$ cat config.mk
export PLATFORM = sky130hd
export DESIGN_NAME = owd_debug_port
export DESIGN_NICKNAME = d
export VERILOG_FILES = /design/src/verilog/owd_debug_port.v
export VERILOG_INCLUDE_DIRS = /design/src /design/src/verilog
export SDC_FILE = /design/constraint.sdc
export NUM_CORES = 1
export LEC_CHECK = 0
export BUFFER_PORTS_ARGS = -buffer_cell sky130_fd_sc_hd__buf_4
export CAP_MARGIN = 15
export CORE_MARGIN = 5
export CORE_UTILIZATION = 57
export CTS_BUF_LIST = sky130_fd_sc_hd__clkbuf_2 sky130_fd_sc_hd__clkbuf_4 sky130_fd_sc_hd__clkbuf_8
export DETAILED_ROUTE_END_ITERATION = 12
export PLACE_DENSITY = 0.82
export SETUP_SLACK_MARGIN = 0.4
export SLEW_MARGIN = 10
export SYNTH_ARGS = -nofsm -noshare
export SYNTH_HDL_FRONTEND = slang
export SYNTH_SLANG_ARGS = --single-unit
$ cat constraint.sdc
create_clock -name ref_clk -period 6.61 [get_ports ref_clk]
set_input_delay 0.3305 -clock ref_clk [delete_from_list [all_inputs] [get_ports ref_clk]]
set_output_delay 0.3305 -clock ref_clk [all_outputs]
set_load 0.02 [all_outputs]
$ cat src/verilog/owd_defs.vh
// Constants for the one-wire debug port: offsets, fields, resets, timing.
`ifndef OWD_DEFS_VH
`define OWD_DEFS_VH

// ----------------------------------------------------------------------
// Register byte offsets on the APB side
// ----------------------------------------------------------------------
`define OWD_OFS_CTRL      8'h00
`define OWD_OFS_STAT      8'h04
`define OWD_OFS_RXD       8'h08
`define OWD_OFS_TXD       8'h0C
`define OWD_OFS_BAUD      8'h10

// ----------------------------------------------------------------------
// Control register fields and reset value
// ----------------------------------------------------------------------
`define OWD_CTL_DEBUG_MODE_FLAG   7
`define OWD_CTL_BRKEN     6
`define OWD_CTL_BRKLOOP   5
`define OWD_CTL_RESET     8'h00

// ----------------------------------------------------------------------
// Status register fields
// ----------------------------------------------------------------------
`define OWD_ST_DEBUG_MODE_FLAG    7
`define OWD_ST_LOOPING    6
`define OWD_ST_RPROT      5
`define OWD_ST_LOCKED     4
`define OWD_ST_RXVALID    3
`define OWD_ST_TXBUSY     2
`define OWD_ST_ERRBRK     10
`define OWD_ST_ERRFRM     9
`define OWD_ST_ERRCOL     8

// ----------------------------------------------------------------------
// Timing counts in system clock cycles, and counts in bits
// ----------------------------------------------------------------------
`define OWD_BREAK_CYC     13'h1000
`define OWD_MAX_DIV       10'h200
`define OWD_MIN_DIV       10'h002
`define OWD_CAL_BITS      3
`define OWD_BREAK_BITS    13'h0009
`define OWD_FRAME_BITS    4'hA

`endif
$ cat src/verilog/owd_debug_port.v
// One-wire debug port: auto-baud serial link, debug mode and breakpoints.
//
// Design decisions made here: the APB interface to the registers and the address map.
`timescale 1ns/1ps
`default_nettype none

module owd_debug_port
(
  // Clock and reset
  input  wire        ref_clk,
  input  wire        rst_b,
  // APB slave
  input  wire [7:0]  paddr,
  input  wire        psel,
  input  wire        penable,
  input  wire        pwrite,
  input  wire [31:0] pwdata,
  output reg  [31:0] prdata,
  output wire        pready,
  output wire        pslverr,
  // Debug line, open drain
  input  wire        dbgLineIn,
  output wire        dbgLineOut,
  output wire        dbgLineOe,
  // CPU and system side
  input  wire        brkDecode,
  input  wire        stopMode,
  input  wire        readProtect,
  output wire        cpuFetchStop,
  output wire        cpuHaltExit,
  output wire        wdtRefresh,
  output wire        cpuLoopBrk,
  output wire        dbgCmdEn,
  output wire        sysResetReq
);

`include "owd_defs.vh"

  // --------------------------------------------------------------------
  // Link states
  // --------------------------------------------------------------------
  localparam [2:0] ST_CAL   = 3'h0;
  localparam [2:0] ST_IDLE  = 3'h1;
  localparam [2:0] ST_RX    = 3'h2;
  localparam [2:0] ST_TX    = 3'h3;
  localparam [2:0] ST_SBRK  = 3'h4;
  localparam [2:0] ST_WAITH = 3'h5;

  // --------------------------------------------------------------------
  // Register decode, shared by read and write paths
  // --------------------------------------------------------------------
  function [2:0] owdDecode;
    input [7:0] adr;
    begin
      case (adr)
        `OWD_OFS_CTRL: owdDecode = 3'h1;
        `OWD_OFS_STAT: owdDecode = 3'h2;
        `OWD_OFS_RXD:  owdDecode = 3'h3;
        `OWD_OFS_TXD:  owdDecode = 3'h4;
        `OWD_OFS_BAUD: owdDecode = 3'h5;
        default:       owdDecode = 3'h0;
      endcase
    end
  endfunction

  // --------------------------------------------------------------------
  // Declarations
  // --------------------------------------------------------------------
  reg        lineM_r;
  reg        lineS_r;
  reg        lineD_r;
  reg [1:0]  postRst_r;
  reg [2:0]  state_r;
  reg [9:0]  bitPer_r;
  reg        locked_r;
  reg [12:0] cnt_r;
  reg [3:0]  bitCnt_r;
  reg [12:0] lowCnt_r;
  reg [9:0]  txShift_r;
  reg [7:0]  rxShift_r;
  reg [7:0]  rxData_r;
  reg        rxValid_r;
  reg [7:0]  txData_r;
  reg        txPend_r;
  reg        debug_mode_flag_r;
  reg        brkEn_r;
  reg        brkLoop_r;
  reg        looping_r;
  reg        errBrk_r;
  reg        errFrm_r;
  reg        errCol_r;
  reg        drive_r;
  wire [2:0]  sel;
  wire        apbWr;
  wire        apbRd;
  wire        ctlWr;
  wire [9:0]  halfPer;
  wire [12:0] brkLim;
  wire        hostBrk;
  wire        rise;
  wire        fall;
  wire        midBit;
  wire        endBit;
  wire        colNow;
  wire        rxDone;
  wire        frmErr;
  wire        rxRead;
  wire        brkHalt;
  wire        brkLoopHit;
  wire        brkResume;

  // --------------------------------------------------------------------
  // APB slave: zero wait states, error on unmapped offsets
  // --------------------------------------------------------------------
  assign sel     = owdDecode(paddr);
  assign apbWr   = psel & penable & pwrite;
  assign apbRd   = psel & penable & ~pwrite;
  assign pready  = 1'b1;
  assign pslverr = psel & penable & (sel == 3'h0);
  assign ctlWr   = apbWr & (sel == 3'h1);
  assign rxRead  = apbRd & (sel == 3'h3);

  // Read data is captured in the setup phase so it comes from a register.
  always @(posedge ref_clk)
  begin
    if (!rst_b)
      prdata <= 32'h00000000;
    else if (psel & ~penable & ~pwrite)
    begin
      case (sel)
        3'h1: prdata <= {24'h000000, debug_mode_flag_r, brkEn_r, brkLoop_r,
                         5'h00};
        3'h2: prdata <= {21'h000000, errBrk_r, errFrm_r, errCol_r,
                         debug_mode_flag_r, looping_r, readProtect, locked_r,
                         rxValid_r, txPend_r, 2'h0};
        3'h3: prdata <= {24'h000000, rxData_r};
        3'h5: prdata <= {22'h000000, bitPer_r};
        default: prdata <= 32'h00000000;
      endcase
    end
  end

  // --------------------------------------------------------------------
  // Line synchroniser; the first stage feeds only the second
  // --------------------------------------------------------------------
  always @(posedge ref_clk)
  begin
    if (!rst_b)
    begin
      lineM_r <= 1'b1;
      lineS_r <= 1'b1;
      lineD_r <= 1'b1;
    end
    else
    begin
      lineM_r <= dbgLineIn;
      lineS_r <= lineM_r;
      lineD_r <= lineS_r;
    end
  end

  assign rise = lineS_r & ~lineD_r;
  assign fall = ~lineS_r & lineD_r;

  // --------------------------------------------------------------------
  // Bit timing and line drive
  // --------------------------------------------------------------------
  assign halfPer = {1'b0, bitPer_r[9:1]};
  assign midBit  = (cnt_r[9:0] == halfPer);
  assign endBit  = (cnt_r == 13'h0000);
  // Nine bit periods of low, or the slowest rate's nine before lock.
  assign brkLim  = locked_r ?
                   ({bitPer_r, 3'h0} + {3'h0, bitPer_r}) :
                   ({`OWD_MAX_DIV, 3'h0} + {3'h0, `OWD_MAX_DIV});
  assign hostBrk = (lowCnt_r >= brkLim) &&
                   (state_r != ST_SBRK) && (state_r != ST_WAITH);
  // A one we release must read back high at mid bit.
  assign colNow  = (state_r == ST_TX) & midBit & txShift_r[0]
                   & ~lineS_r;
  assign rxDone  = (state_r == ST_RX) & midBit & (bitCnt_r == 4'h9);
  assign frmErr  = rxDone & ~lineS_r;

  // Open drain: output is always low, enable pulls the line.
  assign dbgLineOut = 1'b0;
  assign dbgLineOe  = drive_r;

  // Consecutive low cycles seen while this end is not pulling the line.
  always @(posedge ref_clk)
  begin
    if (!rst_b)
      lowCnt_r <= 13'h0000;
    else if (lineS_r | drive_r)
      lowCnt_r <= 13'h0000;
    else if (lowCnt_r != 13'h1FFF)
      lowCnt_r <= lowCnt_r + 13'h0001;
  end

  // --------------------------------------------------------------------
  // Link state machine: calibrate, receive, transmit, break, recover
  // --------------------------------------------------------------------
  always @(posedge ref_clk)
  begin
    if (!rst_b)
    begin
      state_r   <= ST_CAL;
      bitPer_r  <= `OWD_MAX_DIV;
      locked_r  <= 1'b0;
      cnt_r     <= 13'h0000;
      bitCnt_r  <= 4'h0;
      txShift_r <= 10'h3FF;
      rxShift_r <= 8'h00;
      drive_r   <= 1'b0;
    end
    else if (hostBrk | frmErr | colNow)
    begin
      // Abort whatever is in flight and answer with a break.
      state_r  <= ST_SBRK;
      cnt_r    <= `OWD_BREAK_CYC - 13'h0001;
      drive_r  <= 1'b1;
      locked_r <= 1'b0;
      bitCnt_r <= 4'h0;
    end
    else
    begin
      case (state_r)
        ST_CAL:
        begin
          drive_r <= 1'b0;
          // The 80H character holds the line low for eight bits.
          // The low-run counter still shows the run on the rising edge,
          // so only the measured count qualifies the edge here.
          if (rise && cnt_r != 13'h0000)
          begin
            if (cnt_r[12:3] >= `OWD_MIN_DIV)
            begin
              bitPer_r <= cnt_r[12:3];
              locked_r <= 1'b1;
              state_r  <= ST_IDLE;
            end
            cnt_r <= 13'h0000;
          end
          else if (~lineS_r)
            cnt_r <= cnt_r + 13'h0001;
          else
            cnt_r <= 13'h0000;
        end
        ST_IDLE:
        begin
          drive_r  <= 1'b0;
          bitCnt_r <= 4'h0;
          if (fall)
          begin
            // Receive has priority; never send over the host.
            state_r <= ST_RX;
            cnt_r   <= {3'h0, bitPer_r} - 13'h0002;
          end
          else if (txPend_r & lineS_r)
          begin
            state_r   <= ST_TX;
            txShift_r <= {1'b1, txData_r, 1'b0};
            drive_r   <= 1'b1;
            cnt_r     <= {3'h0, bitPer_r} - 13'h0001;
          end
        end
        ST_RX:
        begin
          cnt_r <= endBit ? ({3'h0, bitPer_r} - 13'h0001) :
                            (cnt_r - 13'h0001);
          if (midBit)
          begin
            bitCnt_r <= bitCnt_r + 4'h1;
            if (bitCnt_r == 4'h0 && lineS_r)
              state_r <= ST_IDLE;
            else if (bitCnt_r != 4'h0 && bitCnt_r != 4'h9)
              rxShift_r <= {lineS_r, rxShift_r[7:1]};
            else if (bitCnt_r == 4'h9)
              state_r <= ST_IDLE;
          end
        end
        ST_TX:
        begin
          if (endBit)
          begin
            cnt_r     <= {3'h0, bitPer_r} - 13'h0001;
            bitCnt_r  <= bitCnt_r + 4'h1;
            txShift_r <= {1'b1, txShift_r[9:1]};
            drive_r   <= ~txShift_r[1];
            if (bitCnt_r == `OWD_FRAME_BITS - 4'h1)
            begin
              state_r <= ST_IDLE;
              drive_r <= 1'b0;
            end
          end
          else
            cnt_r <= cnt_r - 13'h0001;
        end
        ST_SBRK:
        begin
          if (endBit)
          begin
            drive_r <= 1'b0;
            state_r <= ST_WAITH;
          end
          else
            cnt_r <= cnt_r - 13'h0001;
        end
        ST_WAITH:
        begin
          // Held in reset until the host lets the line go high.
          drive_r   <= 1'b0;
          bitPer_r  <= `OWD_MAX_DIV;
          txShift_r <= 10'h3FF;
          rxShift_r <= 8'h00;
          cnt_r     <= 13'h0000;
          if (lineS_r)
            state_r <= ST_CAL;
        end
        default:
        begin
          state_r <= ST_CAL;
          drive_r <= 1'b0;
        end
      endcase
    end
  end

  // --------------------------------------------------------------------
  // Software data path and sticky error flags, set wins over clear
  // --------------------------------------------------------------------
  always @(posedge ref_clk)
  begin
    if (!rst_b)
    begin
      rxData_r  <= 8'h00;
      rxValid_r <= 1'b0;
      txData_r  <= 8'h00;
      txPend_r  <= 1'b0;
      errBrk_r  <= 1'b0;
      errFrm_r  <= 1'b0;
      errCol_r  <= 1'b0;
    end
    else
    begin
      if (rxDone & lineS_r)
      begin
        rxData_r  <= rxShift_r;
        rxValid_r <= 1'b1;
      end
      else if (rxRead)
        rxValid_r <= 1'b0;
      // The aborted character is dropped with the rest of the command.
      if (hostBrk | frmErr | colNow | (state_r == ST_WAITH))
        txPend_r <= 1'b0;
      else if (state_r == ST_TX && endBit &&
               bitCnt_r == `OWD_FRAME_BITS - 4'h1)
        txPend_r <= 1'b0;
      else if (apbWr && sel == 3'h4 && !txPend_r)
      begin
        txData_r <= pwdata[7:0];
        txPend_r <= 1'b1;
      end
      errBrk_r <= hostBrk |
                  (errBrk_r & ~(apbWr && sel == 3'h2 &&
                                pwdata[`OWD_ST_ERRBRK]));
      errFrm_r <= frmErr |
                  (errFrm_r & ~(apbWr && sel == 3'h2 &&
                                pwdata[`OWD_ST_ERRFRM]));
      errCol_r <= colNow |
                  (errCol_r & ~(apbWr && sel == 3'h2 &&
                                pwdata[`OWD_ST_ERRCOL]));
    end
  end

  // --------------------------------------------------------------------
  // Breakpoint handling
  // --------------------------------------------------------------------
  assign brkHalt    = brkDecode & brkEn_r & ~brkLoop_r & ~debug_mode_flag_r;
  assign brkLoopHit = brkDecode & brkEn_r & brkLoop_r & ~debug_mode_flag_r;
  assign brkResume  = brkDecode & looping_r & ~brkLoop_r;

  // --------------------------------------------------------------------
  // Debug control and loop state; untouched by link breaks
  // --------------------------------------------------------------------
  // No link error term reaches this process, so a break keeps the flags.
  always @(posedge ref_clk)
  begin
    if (!rst_b)
    begin
      debug_mode_flag_r <= 1'b0;
      brkEn_r   <= 1'b0;
      brkLoop_r <= 1'b0;
      looping_r <= 1'b0;
      postRst_r <= 2'h0;
    end
    else
    begin
      if (postRst_r != 2'h3)
        postRst_r <= postRst_r + 2'h1;
      if (postRst_r == 2'h2 && !lineS_r)
        debug_mode_flag_r <= 1'b1;
      else if (brkHalt | brkResume)
        debug_mode_flag_r <= 1'b1;
      else if (ctlWr)
        debug_mode_flag_r <= readProtect ?
                     (debug_mode_flag_r | pwdata[`OWD_CTL_DEBUG_MODE_FLAG]) :
                     pwdata[`OWD_CTL_DEBUG_MODE_FLAG];
      if (ctlWr)
      begin
        brkEn_r   <= pwdata[`OWD_CTL_BRKEN];
        brkLoop_r <= pwdata[`OWD_CTL_BRKLOOP];
      end
      if (brkResume)
        looping_r <= 1'b0;
      else if (brkLoopHit)
        looping_r <= 1'b1;
    end
  end

  // --------------------------------------------------------------------
  // CPU and system controls
  // --------------------------------------------------------------------
  assign cpuFetchStop = debug_mode_flag_r;
  assign cpuHaltExit  = debug_mode_flag_r;
  assign wdtRefresh   = debug_mode_flag_r;
  assign cpuLoopBrk   = looping_r;
  assign dbgCmdEn     = debug_mode_flag_r & ~looping_r;
  assign sysResetReq  = stopMode & ~lineS_r;

endmodule // owd_debug_port

`default_nettype wire

## Word level (Yosys, flattened, before mapping)

Index checks and enable logic that the tools add are counted.

- Flip-flop bits (word level): 125
- Bits in latches: 0
- Memory bits (writable): 0
- Bits in read-only memories: 0
- Input port bits: 49
- Output and inout bits: 42
- Logic and storage cells: 234
- Memories kept: 0

- $add $sub $neg: 8
- Multipliers: 0
- Divide/modulo/power cells: 0
- $lt $le $gt $ge: 2
- Equality and inequality tests: 45
- Shift-type cells: 0
- Muxes and demuxes: 51
- Bitwise operators: 54
- Reductions and logical operators: 47

Operators by type and width:

| cell | count |
|---|---|
| 13-bit 2-to-1 mux | 7 |
| 13-bit case mux with 5 select lines | 1 |
| 10-bit 2-to-1 mux | 5 |
| 11-bit case mux with 4 select lines | 1 |
| 3-bit 2-to-1 mux | 12 |
| 1-bit AND | 30 |
| 3-bit inequality test (second input constant) | 10 |
| 10-bit case mux with 3 select lines | 1 |
| 13-bit by 1-bit adder with 13-bit output (second input constant) | 2 |
| 8-bit 2-to-1 mux | 3 |
| 2-bit inequality test (second input constant) | 11 |
| 10-bit case mux with 2 select lines | 1 |
| 3-bit case mux with 6 select lines | 1 |
| 3-bit AND reduction | 6 |
| 8-bit by 4-bit equality test with 1-bit output (second input constant) | 2 |
| 8-bit case mux with 2 select lines | 1 |
| 8-bit AND reduction | 2 |
| 1-bit inverter | 15 |
| 3-bit case mux with 5 select lines | 1 |
| 1-bit logical AND | 14 |
| 13-bit by 10-bit adder with 13-bit output | 1 |
| 13-bit greater-or-equal comparator | 1 |
| 13-bit zero test | 1 |
| 13-bit inequality test (second input constant) | 1 |
| other kinds (38) | 77 |

## Longest topological paths before layout

Gate-level depths: netlist (run 1).

- Word-level depth: 10
- Depth in mapped cells: 18
- Depth with buffers taken out: 16

## Least setup slack after synthesis (run 1)

OpenSTA, ideal clock, no wires.

- Kind: register to register
- From: register bitPer_r[4]
- To: register txShift_r[4]
- Library setup time: 106 ps
- Arrival time: 3577 ps
- Data required time: 6504 ps
- Setup slack: 2927 ps
- Stages on the path, launching flop included: 18
- Buffers on the path: 3
- Clock period less this slack: 3683 ps
- Cells stage by stage: dfxtp_1 clkbuf_1 inv_1 fa_1 nor2b_1 o21ai_0 a21oi_1 o221ai_1 xnor2_1 nand2_1 ha_1 nand2_1 nor4_1 a21o_1 clkbuf_1 buf_1 o31ai_1 o311ai_0

- Word-level cells in the longest chain between the ends: 9
- Elaborated cells between the ends (all ways): 16
- Those cells by class: 1 x add/sub; 1 x order compare; 1 x eq/ne; 1 x mux; 9 x bitwise; 3 x reduce/logical

RTL lines:

| what | line | text |
|---|---|---|
| start, declared | owd_debug_port.v:74 | `reg [9:0] bitPer_r;` |
| start signal, assigned | owd_debug_port.v:206 | `` bitPer_r <= `OWD_MAX_DIV; `` |
| start signal, assigned | owd_debug_port.v:236 | `bitPer_r <= cnt_r[12:3];` |
| start signal, assigned | owd_debug_port.v:311 | `` bitPer_r <= `OWD_MAX_DIV; `` |
| 13-bit by 10-bit adder with 13-bit output | owd_debug_port.v:173 | `({bitPer_r, 3'h0} + {3'h0, bitPer_r}) :` |
| 13-bit 2-to-1 mux | owd_debug_port.v:172 | `assign brkLim = locked_r ?` |
| 13-bit greater-or-equal comparator | owd_debug_port.v:175 | `assign hostBrk = (lowCnt_r >= brkLim) &&` |
| 1-bit logical AND | owd_debug_port.v:175 |  |
| 1-bit logical AND | owd_debug_port.v:176 | `(state_r != ST_SBRK) && (state_r != ST_WAITH);` |
| 1-bit bitwise OR | owd_debug_port.v:214 | `else if (hostBrk \| frmErr \| colNow)` |
| 1-bit bitwise OR * | owd_debug_port.v:214 |  |
| 1-bit inverter (no line) * | -- |  |
| 5-bit AND reduction (no line) * | -- |  |
| end signal, assigned | owd_debug_port.v:260 | `txShift_r <= {1'b1, txData_r, 1'b0};` |
| end signal, assigned | owd_debug_port.v:286 | `txShift_r <= {1'b1, txShift_r[9:1]};` |
| end, declared | owd_debug_port.v:79 | `reg [9:0] txShift_r;` |

Every way passes the cells marked *; elsewhere a longest branch is shown, timed or not.
A chain may end at the register's enable or synchronous reset.

## Final worst setup path (run 1)

- From: register bitPer_r[3]
- To: register txShift_r[4]

The elaborated chain is that of the path after synthesis.

==> flow_metrics.tcl, run 1 <==
set metrics [dict create \
    outcome "finished clean" \
    netlist_instances 889 \
    grt_first_pass_wirelength_um 30000 \
    synth_top_cell_by_area "sky130_fd_sc_hd__dfxtp_1" \
    multiInputGateArea_mm2 0.00455 \
    clock.fmax_mhz 217 \
    cts-hold-fix-buffers 0 \
    synth.yosys.warnings 0 \
    vdd_ir_drop_max_v 0.000161 \
    synth_area_mm2 0.00707 \
    p_int_uw 802 \
    power.combinational.fraction_pct 7.0 \
    design.die.area_mm2 0.0147 \
    synth_top_area_share_pct 29.2 \
    cp.required_ns 6.91 \
    worst_setup_hold_path_clk_slew_ns 0.11 \
    setup_tns_ns 0 \
    clk_root_buffer_cell "sky130_fd_sc_hd__clkbuf_8" \
    detail_route.wl_per_cell_um 17.5 \
    worst_clock_skew_ns 0.0208 \
    floorplan.die.height_um 121 \
    grt.overflow.total 0 \
    timing.final.crit_period_ns 4.60 \
    post-route-drc-count 0 \
    number_of_hold_violations_in_the_final_report 0 \
    crit_path_end_kind "flip-flop" \
    grt_antenna_before_repair 0 \
    htreeDepth 3 \
    arrival_ns 4.90 \
    routed_wirelength_um 18500 \
    timing.final.setup_violations 0 \
    diodes 0 \
    post_cts.repair.setup_buffers 0 \
    final_layout_size_suffix_gt1_share_pct 11.0 \
    floorplan.rows 40 \
    clock_tree.buffer_depth 2 \
    via_per_inst 6.18 \
    num-fill-cells 1046 \
    part_of_the_yosys_area_used_for_sequential_elements_pct 29.2 \
    grt_use_total_pct 25.1 \
    nets 967 \
    number_of_nets_with_antenna_violations_after_detailed_routing 0 \
    power_frac_clock_pct 36.1 \
    rsz0062_at_grt "false" \
    max-cap-violations 0 \
    pwr-share-seq_pct 56.8 \
    worst_setup_timing_slack_at_the_placement_stage_ns 2.06 \
    vias 6544 \
    clock_sink_count 103 \
    drt-initial-drc-count 707 \
    synth_edf_count 0 \
    cts-buffers-inserted 9 \
    synthesis.area_per_instance_um2 7.95 \
    largest_net_degree_at_the_start_of_global_routing 60 \
    portBuffers 46 \
    slew_headroom_pct 28.7 \
    synth_top_flop_cell "sky130_fd_sc_hd__dfxtp_1" \
    cts_tree "done" \
    pin_count 91 \
    synth.area.top_cells "sky130_fd_sc_hd__dfxtp_1, sky130_fd_sc_hd__nand2_1, sky130_fd_sc_hd__ha_1, sky130_fd_sc_hd__mux2i_1, sky130_fd_sc_hd__nor2_1" \
    yosys_register_bits 103 \
    critical_path.startpoint_type "flip-flop" \
    initial_core_util_pct 58.6 \
    criticalPathCategory "reg -> reg" \
    post_layout_util_pct 62.0 \
    ctsResizeCount 0 \
    post-dp-hpwl_um 13400 \
    power_density_mw_per_mm2 148 \
    p_sw_uw 308 \
    timing_max_transition_violations_final 0 \
    worstMarginPinSlew_ns 1.07 \
    synth_cell_types 80 \
    switching_share_pct 27.8 \
    die_w_um 121 \
    core_area_mm2 0.0121 \
    post-route-period-util_pct 69.6 \
    ff_latch_area_mm2 0.00206 \
    critical_path_peak_fanout 12 \
    area_growth_syn_to_layout_pct 5.81 \
    grt_pass1_vias 6014 \
    power.static_leakage_nw 2.83 \
    postLayoutSetupSlackWorst_ns 2.01 \
    drt-pass1-iter-count 6 \
    clock_latency_on_the_worst_skew_pair_ns 0.40 \
    place.gp.congestion 0.993 \
    hp-class "in -> reg" \
    ys_async_sr_fraction_pct 0 \
]
==> cell usage in the layout, fill, tap and decap left out, types with 13 or more instances in the layout <==
cell type / n
sky130_fd_sc_hd__a21oi_1: 53
sky130_fd_sc_hd__a31oi_1: 14
sky130_fd_sc_hd__and2_1: 18
sky130_fd_sc_hd__buf_4: 49
sky130_fd_sc_hd__conb_1: 23
sky130_fd_sc_hd__dfxtp_1: 103
sky130_fd_sc_hd__ha_1: 31
sky130_fd_sc_hd__inv_1: 23
sky130_fd_sc_hd__mux2i_1: 34
sky130_fd_sc_hd__nand2_1: 105
sky130_fd_sc_hd__nand2b_1: 13
sky130_fd_sc_hd__nand3_1: 33
sky130_fd_sc_hd__nor2_1: 73
sky130_fd_sc_hd__nor3_1: 19
sky130_fd_sc_hd__o21ai_0: 39
sky130_fd_sc_hd__o22ai_1: 15
sky130_fd_sc_hd__xnor2_1: 23
sky130_fd_sc_hd__xor2_1: 29
==> power groups by stage <==
| stage | Clock, mW | Sequential, mW | Combinational [mW] |
|---|---|---|---|
| 6_report | 0.401 | 0.631 | 0.0780 |
| 5_1_grt | 0.431 | 0.631 | 0.0846 |
| 4_1_cts | 0.408 | 0.631 | 0.0771 |
| 3_5_place_dp | 0 | 0.645 | 0.0767 |
| 3_3_place_gp | 0 | 0.645 | 0.0762 |
| 2_1_floorplan | 0 | 0.644 | 0.0627 |
==> critical path, cell delays in order, from the launching register on <==
cell                       delay [ns]
sky130_fd_sc_hd__dfxtp_1         0.63
sky130_fd_sc_hd__ha_1            0.25
sky130_fd_sc_hd__inv_1           0.05
sky130_fd_sc_hd__fa_1            0.40
sky130_fd_sc_hd__nor2b_1         0.12
sky130_fd_sc_hd__o21ai_0         0.10
sky130_fd_sc_hd__a21oi_1         0.26
sky130_fd_sc_hd__o221ai_1        0.16
sky130_fd_sc_hd__xnor2_1         0.22
sky130_fd_sc_hd__nand2_1         0.08
sky130_fd_sc_hd__ha_1            0.30
sky130_fd_sc_hd__nand2_1         0.09
sky130_fd_sc_hd__nor3_1          0.05
sky130_fd_sc_hd__a22o_1          0.26
sky130_fd_sc_hd__a21oi_1         0.70
sky130_fd_sc_hd__nand2_1         0.39
sky130_fd_sc_hd__o311ai_0        0.41
==> synth_stat cells, types with 26 or more instances <==
cell type	count
sky130_fd_sc_hd__nand2_1	105
sky130_fd_sc_hd__dfxtp_1	103
sky130_fd_sc_hd__nor2_1	73
sky130_fd_sc_hd__a21oi_1	53
sky130_fd_sc_hd__clkbuf_1	42
sky130_fd_sc_hd__o21ai_0	39
sky130_fd_sc_hd__mux2i_1	34
sky130_fd_sc_hd__nand3_1	33
sky130_fd_sc_hd__ha_1	31
sky130_fd_sc_hd__xor2_1	29
sky130_fd_sc_hd__buf_4	26
==> metal layers <==
layer / global-route usage (%) / routed length (um)
met1: 34.5 / 8240
met2: 39.9 / 8470
met3: 4.24 / 1370
met4: 8.33 / 449
met5: 0 / 0
==> logic make-up after synthesis <==
family,Yosys count,share of synthesized area [%]
AOI/OAI and AO/OA,213,20.6
and+or+nand+nor,338,24.5
xor gates and xnor gates,52,6.44
buffers and inverters,109,7.59
DFF,103,29.2
muxes,39,5.61
other,2,0.106
adders and majority gates,33,5.91
==> state kept, by name (all words and copies together) (netlist names), 2 cells and up <==
signal / flops
txData_r: 8
bitCnt_r: 4
txShift_r: 9
cnt_r: 13
rxShift_r: 8
state_r: 3
rxData_r: 8
bitPer_r: 10
lowCnt_r: 13
prdata: 11
postRst_r: 2
==> path summary, 6_finish.rpt <==
path         cells past startpoint  slack [ns]      endpoint   startpoint
min                              2        0.10       lineM_r    dbgLineIn
max                             16        2.01  txShift_r[4]  bitPer_r[3]
max reg2reg                     16        2.01  txShift_r[4]  bitPer_r[3]
min reg2reg                      1        0.42       lineS_r      lineM_r
==> layout make-up <==
| cell class | instances | share of cell area, % |
|---|---|---|
| multi-input combinational | 698 | 60.8 |
| sequential | 103 | 27.6 |
| timing repair buffer | 49 | 4.92 |
| tap | 168 | 2.81 |
| clock buffer | 9 | 1.66 |
| inverter | 25 | 1.25 |
| clock inverter | 7 | 0.970 |
==> stage by stage <==
step           power, mW  hold WS (ns)  cells  area, um2
2_1_floorplan      0.706         0.386    910       7150
6_report            1.11         0.100   1059       7480
3_5_place_dp       0.722         0.399   1043       7280
3_3_place_gp       0.721         0.392   1043       7280
4_1_cts             1.12        0.0965   1059       7480
5_1_grt             1.15         0.101   1059       7480
Power figures use the tool's default switching activity.
==> run 2, diff against run 1 <==
- ABC_AREA: not set -> 1
- clock period: 6.61 -> 4.6 ns (I/O delays scaled with it)
==> flow_metrics.tcl, run 2 <==
set metrics [dict create \
    pin_count 91 \
    routed_wirelength_um 19400 \
    via_per_inst 5.38 \
    outcome "finished clean" \
    netlist_instances 1175 \
    post-route-drc-count 0 \
    yosys.area_share.simple_pct 40.3 \
    cts-buffers-inserted 9 \
    post_synth_fa_ha_maj_area_fraction_pct 5.57 \
    synth_cell_types 49 \
    diodes 0 \
    crit_end "txPend_r" \
    post-dp-hpwl_um 14700 \
    worst_setup_hold_path_clk_slew_ns 0.12 \
    drt-pass1-iter-count 5 \
    arrival_ns 4.22 \
    cp.required_ns 4.93 \
    design.die.area_mm2 0.0152 \
    grt_use_total_pct 26.2 \
    worst_clock_skew_ns 0.0145 \
    synth-compound-area-share_pct 11.1 \
    core_area_mm2 0.0126 \
    final_layout_size_suffix_gt1_share_pct 9.27 \
    crit_path_end_kind "flip-flop" \
    synth_area_mm2 0.00733 \
    drt-initial-drc-count 778 \
    post_cts.repair.setup_buffers 0 \
    synthesis.area_per_instance_um2 6.24 \
    timing.final.crit_period_ns 3.89 \
    post_layout_util_pct 61.8 \
    portBuffers 46 \
    largest_family_of_logic_cells_by_synthesized_area "simple AND/OR/NAND/NOR gates" \
    rsz0062_at_grt "false" \
    most-common-layout-cells "sky130_fd_sc_hd__nand2_1, sky130_fd_sc_hd__nor2_1, sky130_fd_sc_hd__nand3_1, sky130_fd_sc_hd__dfxtp_1, sky130_fd_sc_hd__inv_1" \
    top_regs "cnt_r x13, lowCnt_r x13, prdata x11" \
    clk_root_buffer_cell "sky130_fd_sc_hd__clkbuf_8" \
    timing_max_transition_violations_final 0 \
    worst-r2r-setup-slack_ns 0.71 \
    startpoint "bitPer_r[4]" \
    die_w_um 123 \
    critical_path.startpoint_type "flip-flop" \
    htreeDepth 3 \
    timing.final.setup_violations 0 \
    vdd_ir_drop_max_v 0.000254 \
    synth_mux_area_share_pct 0.137 \
    synth_top_area_share_pct 28.1 \
    clock_sink_count 103 \
    regToRegStartpoint "bitPer_r[4]" \
    critical_path_peak_fanout 16 \
    clock_tree.buffer_depth 2 \
    vias 7372 \
    slew_headroom_pct 42.8 \
    nets 1274 \
    power.static_leakage_nw 3.70 \
    cts_tree "done" \
    grt_pass1_vias 6551 \
    num-fill-cells 1228 \
    clock_latency_on_the_worst_skew_pair_ns 0.41 \
    synthXorXnorAreaFrac_pct 3.11 \
    hp-class "in -> reg" \
    synth_edf_count 0 \
    largest_net_degree_at_the_start_of_global_routing 65 \
    worstMarginPinSlew_ns 0.851 \
    part_of_the_yosys_area_used_for_sequential_elements_pct 28.1 \
    detail_route.wl_per_cell_um 14.2 \
    synth_top_flop_cell "sky130_fd_sc_hd__dfxtp_1" \
    criticalPathCategory "reg -> reg" \
    yosys_register_bits 103 \
    max-cap-violations 0 \
    top_count_cell_post_synth "sky130_fd_sc_hd__nand2_1" \
    area_growth_syn_to_layout_pct 6.38 \
    number_of_hold_violations_in_the_final_report 0 \
    post-route-period-util_pct 84.5 \
    number_of_nets_with_antenna_violations_after_detailed_routing 0 \
    clock.fmax_mhz 257 \
    crit-reg2reg-capture "txPend_r" \
    grt_antenna_before_repair 0 \
    synth.yosys.warnings 0 \
    place.gp.congestion 0.973 \
    layout_commonest_cell "sky130_fd_sc_hd__nand2_1" \
    floorplan.die.height_um 123 \
    r2r_cells 18 \
    synth_top_cell_by_area "sky130_fd_sc_hd__dfxtp_1" \
    initial_core_util_pct 58.1 \
    synth.area.top_cells "sky130_fd_sc_hd__dfxtp_1, sky130_fd_sc_hd__nand2_1, sky130_fd_sc_hd__nor2_1, sky130_fd_sc_hd__nand3_1, sky130_fd_sc_hd__a21oi_1" \
    grt_first_pass_wirelength_um 32100 \
    grt.overflow.total 0 \
    power_density_mw_per_mm2 415 \
    ctsResizeCount 0 \
    ys_async_sr_fraction_pct 0 \
    synth.top_cells.by_count "sky130_fd_sc_hd__nand2_1, sky130_fd_sc_hd__nor2_1, sky130_fd_sc_hd__nand3_1" \
    floorplan.rows 41 \
    setup_tns_ns 0 \
]
-- run 2: cell types whose count changed after synthesis, moves of 14 or more --
| cell | previous run | this run |
|---|---|---|
| sky130_fd_sc_hd__xnor2_1 | 23 | 9 |
| sky130_fd_sc_hd__nor2_1 | 73 | 163 |
| sky130_fd_sc_hd__and2_1 | 18 | 0 |
| sky130_fd_sc_hd__nand3_1 | 33 | 110 |
| sky130_fd_sc_hd__clkbuf_1 | 42 | 15 |
| sky130_fd_sc_hd__nand2_1 | 105 | 344 |
| sky130_fd_sc_hd__mux2i_1 | 34 | 1 |
| sky130_fd_sc_hd__a21oi_1 | 53 | 78 |
| sky130_fd_sc_hd__inv_1 | 23 | 99 |
-- run 2: cell type report --
type,instances,area [um2],area share (%)
Timing Repair Buffer,49,370,4.75
Clock inverter,7,81.3,1.04
Clock buffer,9,124,1.59
Inverter,116,445,5.71
Sequential cell,103,2060,26.4
Tap cell,172,215,2.76
Multi-Input combinational cell,914,4500,57.7
-- run 2: stage by stage --
stage	instance area, um2	cells	hold WS [ns]	power (mW)	setup WS (ns)
floorplan	7410	1196	0.337	2.32	1.46
global placement	7580	1353	0.396	2.60	0.857
detailed placement	7580	1353	0.423	2.61	0.841
CTS	7800	1370	0.0323	3.21	0.795
global route	7800	1370	0.0540	3.49	0.428
finish	7800	1370	0.0392	3.24	0.711
-- run 2: critical path, cell delays in order (launching register included) --
cell	delay (ns)
sky130_fd_sc_hd__dfxtp_1	0.60
sky130_fd_sc_hd__ha_1	0.28
sky130_fd_sc_hd__a21oi_1	0.09
sky130_fd_sc_hd__o311ai_0	0.53
sky130_fd_sc_hd__nand2_1	0.15
sky130_fd_sc_hd__o21ai_0	0.18
sky130_fd_sc_hd__a21oi_1	0.06
sky130_fd_sc_hd__ha_1	0.31
sky130_fd_sc_hd__nand2_1	0.09
sky130_fd_sc_hd__inv_1	0.04
sky130_fd_sc_hd__nand2_1	0.05
sky130_fd_sc_hd__nand2_1	0.04
sky130_fd_sc_hd__a21oi_1	0.11
sky130_fd_sc_hd__nand2_1	0.11
sky130_fd_sc_hd__nand2_1	0.21
sky130_fd_sc_hd__nand3_4	0.26
sky130_fd_sc_hd__inv_4	0.28
sky130_fd_sc_hd__nand2_2	0.21
sky130_fd_sc_hd__nor3_1	0.21
-- run 2: how the worst min path moves through the flow --
stage	from	to	slack, ns	cells after the start
2_1_floorplan	dbgLineIn	lineM_r	0.34	1
3_3_place_gp	lineM_r	lineS_r	0.40	1
3_5_place_dp	lineM_r	lineS_r	0.42	1
4_1_cts	pwdata[0]	txData_r[0]	0.03	3
5_1_grt	pwdata[2]	txData_r[2]	0.05	3
6_report	pwdata[2]	txData_r[2]	0.04	3
-- run 2: cell families (layout without fill, tap and decap cells) --
family | count (synthesis) | after routing
compound gates | 143 | 143
xor+xnor | 26 | 26
fa+ha+maj | 32 | 32
buf+inv | 179 | 181
flops | 103 | 103
mux | 1 | 1
other cells | 2 | 23
simple gates | 689 | 689
-- run 2: repair_timing --
| item | in CTS | in global routing |
|---|---|---|
| endpoints found under the hold margin | 1 | 0 |
| setup endpoints to repair | 0 | 0 |
| hold buffers | 1 | 0 |
-- run 2: routing by layer --
metal / routed length [um] / global-route usage [%]
met5: 0 / 0
met4: 412 / 8.10
met3: 1490 / 4.57
met2: 8940 / 41.8
met1: 8570 / 36.3
-- run 2: where the power goes --
group	total [mW]	internal, mW	switching, mW
combinational	1.49	0.481	1.01
sequential	1.14	0.976	0.163
clock	0.605	0.220	0.385
